[config.mk]
export PLATFORM = sky130hd
export DESIGN_NAME = frame_slave_flat
export DESIGN_NICKNAME = d
export VERILOG_FILES = /design/src/hw/cmd_pkg.sv /design/src/hw/frame_if.sv /design/src/hw/frame_slave.sv /design/src/flat_wrapper.sv
export SDC_FILE = /design/constraint.sdc
export NUM_CORES = 1
export LEC_CHECK = 0
export BUFFER_PORTS_ARGS = -buffer_cell sky130_fd_sc_hd__buf_2
export CORE_MARGIN = 1
export CORE_UTILIZATION = 40
export CTS_CLUSTER_DIAMETER = 200
export CTS_CLUSTER_SIZE = 28
export DETAILED_ROUTE_END_ITERATION = 10
export GPL_ROUTABILITY_DRIVEN = 1
export GPL_TIMING_DRIVEN = 0
export PLACE_DENSITY_LB_ADDON = 0.25
export SLEW_MARGIN = 10
export SYNTH_ARGS = -nofsm -noshare
export SYNTH_HDL_FRONTEND = slang
export SYNTH_SLANG_ARGS = --single-unit
[constraint.sdc]
create_clock -name sys_clk -period 8.46 [get_ports sys_clk]
set_input_delay 1.269 -clock sys_clk [delete_from_list [all_inputs] [get_ports sys_clk]]
set_output_delay 1.269 -clock sys_clk [all_outputs]
set_load 0.03 [all_outputs]
[src/hw/cmd_pkg.sv]
// constants shared by the frame sender and the frame decoder
// assumes one clock domain and byte-level frame transfer
package cmd_pkg;
  // protected identifiers
  localparam logic [7:0] PID_OTP_WRITE = 8'hE7;
  localparam logic [7:0] PID_SLEEP = 8'h3C;
  // data byte counts per frame type
  localparam logic [3:0] OTP_FRAME_LEN = 4'h4;
  localparam logic [3:0] SLEEP_FRAME_LEN = 4'h8;
  // fixed field values and zero and one constants
  localparam logic [1:0] ADDR_MARK = 2'h3;
  localparam logic [3:0] PTR_MARK = 4'hF;
  localparam logic [7:0] FILL_BYTE = 8'hFF;
  localparam logic [7:0] SLEEP_FIRST = 8'h00;
  localparam logic [7:0] BYTE_ZERO = 8'h00;
  localparam logic [3:0] COUNT_ZERO = 4'h0;
  localparam logic [3:0] COUNT_ONE = 4'h1;
  // byte counter ceiling, so an overlong frame cannot wrap
  localparam logic [3:0] COUNT_FULL = 4'hF;
  // data byte positions in a programming frame
  localparam logic [3:0] IDX_ADDR = 4'h0;
  localparam logic [3:0] IDX_FILL = 4'h1;
  localparam logic [3:0] IDX_PTR = 4'h2;
  localparam logic [3:0] IDX_VAL = 4'h3;
  // classic checksum: inverted sum with end-around carry
  function automatic logic [7:0] csum_add(input logic [7:0] acc,
                                          input logic [7:0] b);
    logic [8:0] s;
    s = {1'b0, acc} + {1'b0, b};
    csum_add = s[7:0] + {7'h00, s[8]};
  endfunction
endpackage

[src/hw/frame_if.sv]
// byte link between master and slave command decoder
// assumes both ends share sys_clk; testbench ties them together
`timescale 1ns/100ps
interface frame_if;
  logic [7:0] pid; // protected identifier of the frame
  logic [7:0] data; // current byte (data or checksum)
  logic start; // pulse: new frame, pid valid
  logic valid; // pulse: data byte valid
  logic last; // with valid: this byte is the checksum
  modport master (output pid, output data, output start, output valid,
                  output last);
  modport slave (input pid, input data, input start, input valid,
                 input last);
endinterface

[src/hw/frame_slave.sv]
// slave end: decodes programming and sleep frames
// assumes master frames follow frame_if timing; one clock domain
`timescale 1ns/100ps
module frame_slave
  import cmd_pkg::*;
#(
  parameter int MEM_DEPTH = 16
)(
  input wire logic sys_clk,
  input wire logic rst,
  frame_if.slave link,
  input wire logic [5:0] own_addr,
  input wire logic wake,
  output logic asleep,
  output logic prog_done,
  output logic frame_err,
  output logic [7:0] mem_out [MEM_DEPTH]
);
  // kind of the open frame, taken from the pid at frame start
  typedef enum logic [1:0] {
    K_NONE = 2'b00,
    K_OTP = 2'b01,
    K_SLEEP = 2'b10
  } kind_t;

  // frame tracking group
  kind_t kind, next_kind; // none until a known pid opens a frame
  logic [3:0] idx, next_idx; // data bytes seen, saturating
  logic [7:0] acc, next_acc; // running sum with end-around carry
  logic ok, next_ok; // every byte so far fits the pattern
  // field latch group
  logic [3:0] ptr, next_ptr; // pointer from the third byte
  logic [7:0] val, next_val; // contents from the fourth byte
  // memory group
  logic [7:0] mem [MEM_DEPTH]; // programmable byte image
  logic [7:0] next_mem [MEM_DEPTH]; // image after this cycle
  // status group
  logic next_asleep; // sleep level, held until wake
  logic next_done; // one-cycle write pulse
  logic next_err; // one-cycle checksum pulse
  // events decoded in the current cycle
  logic data_in; // data byte of an open frame
  logic sum_in; // checksum byte of an open frame
  logic sum_ok; // checksum matches the inverted running sum
  logic byte_ok; // this data byte fits the pattern
  logic otp_good; // full programming frame, all fields good
  logic sleep_good; // full sleep frame, pattern kept

  // pid decode; pids of other commands open no frame at all
  function automatic kind_t kind_of(input logic [7:0] p);
    case (p)
      PID_OTP_WRITE: kind_of = K_OTP;
      PID_SLEEP: kind_of = K_SLEEP;
      default: kind_of = K_NONE;
    endcase
  endfunction

  // pattern of one data byte at position i of a frame of kind k;
  // the contents byte is free, so any value can be programmed
  function automatic logic fits(input kind_t k, input logic [3:0] i,
                                input logic [7:0] d,
                                input logic [5:0] a);
    fits = 1'b0;
    if (k == K_OTP) begin
      case (i)
        // own address, then the fill byte
        IDX_ADDR: fits = (d == {ADDR_MARK, a});
        IDX_FILL: fits = (d == FILL_BYTE);
        IDX_PTR: fits = (d[7:4] == PTR_MARK);
        IDX_VAL: fits = 1'b1;
        // a fifth data byte breaks the length
        default: fits = 1'b0;
      endcase
    end else if (k == K_SLEEP) begin
      if (i == COUNT_ZERO) fits = (d == SLEEP_FIRST);
      else fits = (d == FILL_BYTE);
    end
  endfunction

  // inverted end-around sum of the data bytes only
  assign sum_ok = (link.data == ~acc);
  // bytes count only inside a frame that a known pid opened;
  // start wins, though the master never sends both at once
  assign data_in = link.valid && !link.last && !link.start &&
                   (kind != K_NONE);
  assign sum_in = link.valid && link.last && !link.start &&
                  (kind != K_NONE);
  assign byte_ok = fits(kind, idx, link.data, own_addr);
  // exact length, pattern kept, good sum
  assign otp_good = sum_in && sum_ok && ok && (kind == K_OTP) &&
                    (idx == OTP_FRAME_LEN);
  // all eight bytes kept the sleep pattern
  assign sleep_good = sum_in && sum_ok && ok && (kind == K_SLEEP) &&
                      (idx == SLEEP_FRAME_LEN);

  // frame tracking: open on start, count and sum data bytes
  always_comb begin
    next_kind = kind;
    next_idx = idx;
    next_acc = acc;
    next_ok = ok;
    if (link.start) begin
      next_kind = kind_of(link.pid);
      next_idx = COUNT_ZERO;
      next_acc = BYTE_ZERO;
      next_ok = 1'b1;
    end else if (data_in) begin
      // sum covers data bytes, never the pid
      next_acc = csum_add(acc, link.data);
      // saturate so an overlong frame never wraps to a legal length
      if (idx != COUNT_FULL) next_idx = idx + COUNT_ONE;
      // one bad byte spoils the whole frame
      if (!byte_ok) next_ok = 1'b0;
    end else if (sum_in) begin
      // frame closed; stray bytes wait for the next start
      next_kind = K_NONE;
    end
  end

  // field latch: pointer and contents of a programming frame
  always_comb begin
    next_ptr = ptr;
    next_val = val;
    if (data_in && kind == K_OTP) begin
      if (idx == IDX_PTR) next_ptr = link.data[3:0];
      // contents byte, kept until the sum is checked
      if (idx == IDX_VAL) next_val = link.data;
    end
  end

  // memory: written only when the whole frame proved good
  always_comb begin
    next_mem = mem;
    // latched contents land at the pointer
    if (otp_good) next_mem[ptr] = val;
  end

  // status: sleep level and one-cycle result pulses
  always_comb begin
    // wake clears the level, a sleep frame in the same cycle wins
    next_asleep = asleep && !wake;
    // enter sleep, regardless of own address
    if (sleep_good) next_asleep = 1'b1;
    // pulse lasts one cycle, the written byte shows on mem_out
    next_done = otp_good;
    // bad sum: flagged, no other effect
    next_err = sum_in && !sum_ok;
  end

  // frame tracking registers
  always_ff @(posedge sys_clk) begin
    if (rst) begin
      kind <= K_NONE;
      idx <= COUNT_ZERO;
      acc <= BYTE_ZERO;
      ok <= 1'b0;
    end else begin
      kind <= next_kind;
      idx <= next_idx;
      acc <= next_acc;
      ok <= next_ok;
    end
  end

  // field latch registers
  always_ff @(posedge sys_clk) begin
    if (rst) begin
      ptr <= COUNT_ZERO;
      val <= BYTE_ZERO;
    end else begin
      ptr <= next_ptr;
      val <= next_val;
    end
  end

  // memory registers; reset gives a blank image, no one-time lock
  always_ff @(posedge sys_clk) begin
    if (rst) begin
      for (int i = 0; i < MEM_DEPTH; i++) begin
        mem[i] <= BYTE_ZERO;
      end
    end else begin
      mem <= next_mem;
    end
  end

  // status registers
  always_ff @(posedge sys_clk) begin
    if (rst) begin
      asleep <= 1'b0;
      prog_done <= 1'b0;
      frame_err <= 1'b0;
    end else begin
      asleep <= next_asleep;
      prog_done <= next_done;
      frame_err <= next_err;
    end
  end

  // image shown as it is, no read port needed
  assign mem_out = mem;
endmodule // frame_slave

[src/flat_wrapper.sv]
// flat-port wrapper written by rule: the top's interface ports become plain ports
module frame_slave_flat import cmd_pkg::*;
#(
  parameter int MEM_DEPTH = 16
)
  (sys_clk, rst, own_addr, wake, asleep, prog_done, frame_err, mem_out, link_pid, link_data, link_start, link_valid, link_last);
  frame_if link_i ();
  input wire logic sys_clk;
  input wire logic rst;
  input wire logic [5:0] own_addr;
  input wire logic wake;
  output logic asleep;
  output logic prog_done;
  output logic frame_err;
  output logic [7:0] mem_out[MEM_DEPTH];
  input wire logic [$bits(link_i.pid)-1:0] link_pid;
  input wire logic [$bits(link_i.data)-1:0] link_data;
  input wire logic [$bits(link_i.start)-1:0] link_start;
  input wire logic [$bits(link_i.valid)-1:0] link_valid;
  input wire logic [$bits(link_i.last)-1:0] link_last;
  assign link_i.pid = link_pid;
  assign link_i.data = link_data;
  assign link_i.start = link_start;
  assign link_i.valid = link_valid;
  assign link_i.last = link_last;
  frame_slave #(.MEM_DEPTH(MEM_DEPTH)) u_core (.sys_clk(sys_clk), .rst(rst), .link(link_i), .own_addr(own_addr), .wake(wake), .asleep(asleep), .prog_done(prog_done), .frame_err(frame_err), .mem_out(mem_out));
endmodule
==> flow_summary_export.csv <==
group,metric,value,unit
outcome,status,"finished clean",
global_routing,grt.total_usage,22.62,%
cts,cts_num_sinks,158,
finish,fin_cells,1235,
logic_synthesis,ys_ff_latch,158,
floorplanning,dieArea,0.01688,mm2
sta,slew_violations,0,
global_routing,use_met2,35.77,%
pwr,combPwrFrac,2.8,%
floorplanning,fp.dieW,129.9,um
pwr,p_int,1.260,mW
cts,clk_pin_slew,0.06,ns
logic_synthesis,yosysUniqueCellTypes,51,
critical_path,critPathArrivalTime,4.00,ns
place,place_congestion,0.9014,
route,wire_per_inst,15.29,um
logic_synthesis,synth_edf_count,0,
logic_synthesis,synth_top_area_share,48.33,%
finish,fill_cells,1595,
logic_synthesis,syn_area,0.006545,mm2
hold_path,whs_path_depth,2,
sta,relSlewSlack,29.79,%
sta,fmax,0.2687,GHz
global_routing,overflow,0,
critical_path,reg2reg_slack,5.49,ns
sta,hold_viol_final,0,
global_routing,antenna_found_initial,0,
critical_path,r2r_start,"u_core.acc[0]",
cts,root_buffer,"clkbuf_16",
global_routing,grt_pass1_wl,29000,um
sta,min_period,3.722,ns
floorplanning,fp.dieH,129.9,um
sta,tightest_slew,1.045,ns
cts,post-cts-setup-buffers,0,
critical_path,critPathRequiredTime,8.74,ns
logic_synthesis,yosys_warnings,0,
route,vias_per_cell,4.992,
route,drc_errors,0,
route,postRouteAntennaNets,0,
floorplanning,ioPinCount,159,
hold_path,holdPathEnd,"u_core.mem_out[56]",
sta,rsz0062_at_grt,"no",
global_routing,grt_max_degree,17,
pwr,p_total,1.602,mW
route,drt_iter0_markers,439,
pwr,clkPwrFrac,50.8,%
floorplanning,row_count,46,
pwr,ir_worst_vdd,135.9,uV
finish,drive_gt1_share,21.49,%
sta,tns,0,ns
floorplanning,coreArea,0.01594,mm2
global_routing,grt_use_met3,4.797,%
place,placed_cells,1204,
cts,cts_buffers,17,
route,finalWirelength,18890,um
logic_synthesis,seq_area_frac_synth,48.33,%
global_routing,gr-usage-met1,31.41,%
place,hpwl,13320,um
route,via_count,6165,
critical_path,cp-start-kind,"primary input",
pwr,power.net_switching,0.3423,mW
job,cap_viol_max_count,0,
logic_synthesis,ys_top_cells_by_area,"dfxtp_1, nand2_1, a21oi_1",
cts,tritoncts,"yes",
pwr,cellPowerDensity,194.6,mW/mm2
finish,antenna_cells,0,
critical_path,worstPathMaxFanout,6,
hold_path,min_from,"u_core.mem_out[56]",
logic_synthesis,synthCells,830,
cts,post_cts_resized,0,
place,port_buffers,158,
cts,cts.htree.levels,4,
cts,clock_latency,0.42,ns
critical_path,timing.rr.end,"u_core.acc[6]",
pwr,swShare,21.36,%
hold_path,hp-class,"flop to flop",
floorplanning,start_util,41.05,%
logic_synthesis,async_flop_share,0,%
finish,layout.nets,1050,
logic_synthesis,yosys.area.top_type,"dfxtp_1",
critical_path,worstSetupPathType,"primary input to flop",
logic_synthesis,synth_fp_nets,873,
critical_path,endpoint_kind,"flop",
sta,fin_crit_sh,43.99,%
pwr,p_leak,3.340,nW
finish,area_growth,25.79,%
global_routing,busiest_layer,"met2",
sta,fin_hold_ws,0.4456,ns
sta,fin_worst_skew,0.006468,ns
logic_synthesis,synth_flop_cell,"dfxtp_1",
pwr,p_seq_share,46.5,%
cts,cts.path.max_buffers,2,
route,drt_pre_antenna_iters,5,
critical_path,reg2reg_depth,15,
cts,hold_buffers,0,
global_routing,grt_pass1_vias,5365,
sta,finalSetupViolCount,0,
logic_synthesis,synth_area_per_cell,7.886,um2
==> synth_stat cells, drive strengths merged, types with 10 or more instances <==
cell    count
a21oi     142
clkbuf     50
dfxtp     158
ha         14
mux2i      11
nand2     271
nand4      11
nor2       47
nor3       10
or2        10
xnor2      11
==> routing by layer <==
layer	routed length, um	part of all wire [%]
met4	156	0.83
met3	932	4.9
met5	0	0
met1	8938	47
met2	8861	47
==> per-stage QoR <==
stage / setup WS, ns / util (%) / cell area, um2
2_1_floorplan: 4.928 / - / 6545
3_3_place_gp: 4.345 / 47.71 / 7606
3_5_place_dp: 4.335 / 47.71 / 7606
4_1_cts: 4.771 / 51.64 / 8233
5_1_grt: 4.506 / 51.64 / 8233
6_report: 4.738 / 51.64 / 8233
==> power groups by stage <==
stage          Combinational, mW  Clock [mW]  Sequential (mW)
4_1_cts                   0.0440       0.823            0.744
3_5_place_dp              0.0440           0            0.761
6_report                  0.0444       0.813            0.744
5_1_grt                   0.0486       0.860            0.744
2_1_floorplan             0.0245           0            0.761
3_3_place_gp              0.0440           0            0.761
==> layout make-up <==
| cell class | instances | area [um2] | area share [%] |
|---|---|---|---|
| multi-input cells | 608 | 3126 | 37.96 |
| repair buffers | 158 | 790.8 | 9.605 |
| flip-flops and latches | 158 | 3163 | 38.42 |
| clock inverters | 13 | 187.7 | 2.280 |
| plain buffers | 56 | 226.5 | 2.751 |
| clock buffers | 18 | 439.2 | 5.334 |
| inverters | 8 | 30.03 | 0.3647 |
| well taps | 216 | 270.3 | 3.283 |
==> worst max-delay path by stage <==
stage	startpoint	slack (ns)	to
final	link_data[0]	4.74	u_core.acc[6]
after global routing	link_data[0]	4.51	u_core.acc[6]
after CTS	link_data[0]	4.77	u_core.acc[6]
after detailed placement	link_data[0]	4.34	u_core.acc[6]
after global placement	link_data[0]	4.34	u_core.acc[6]
after floorplan	link_data[0]	4.93	u_core.acc[6]
==> worst max-delay path, stage by stage <==
cell and delay, ns:
buf_2 0.19, ha_1 0.22, inv_1 0.06, fa_1 0.41, nand2b_1 0.18, a21o_1 0.20, nor2_1 0.10, nor2_1 0.05
nand2_1 0.09, ha_1 0.15, nor2b_1 0.18, nand2_1 0.08, nor3_1 0.39, nand3_1 0.15, xnor2_1 0.19, a21oi_1 0.08
==> cell families (layout without fill, tap and decap cells) <==
group | count (synthesis) | in the layout | share of synthesized area (%)
multiplexers | 11 | 11 | 1.682
XOR/XNOR | 18 | 18 | 2.409
adder cells (fa/ha/maj) | 15 | 15 | 2.982
buffers and inverters | 64 | 253 | 3.919
flip-flops | 158 | 158 | 48.33
AO/OA/AOI/OAI | 167 | 167 | 13.78
AND/OR/NAND/NOR | 397 | 397 | 26.90
==> cells in the final DEF, fill, tap and decap left out, types with 2 or more instances in the layout <==
cell type     n
nand2_1     271
nor2b_1       3
clkbuf_16    17
a21oi_1     142
buf_2       161
nand2b_1      9
ha_1         14
dfxtp_1     158
clkbuf_1     49
inv_6         2
and2_1        2
a211oi_1      6
mux2i_1      11
nor3b_1       3
buf_4         3
o21ai_0       4
or3_1         3
nor2_1       47
o21a_1        2
nand3b_1      2
o211ai_1      2
nand4_2       2
clkinvlp_4    6
xnor2_1      11
o2111ai_1     3
inv_1         8
and4b_1       2
bufinv_16     4
nor3_2        4
nand4b_2      2
nand4_1       9
xor2_1        7
or2_2        10
nand3_1       9
nor4_1        4
nor3_1        6
==> flip-flops by register name, summed over array words and instances, names as in the netlist <==
register,count
u_core.mem_out,128
u_core.acc,8
u_core.val,8
u_core.idx,4
u_core.ptr,4
u_core.kind,2
u_core.asleep,1
u_core.frame_err,1
u_core.ok,1
u_core.prog_done,1
Power figures use the tool's default switching activity.
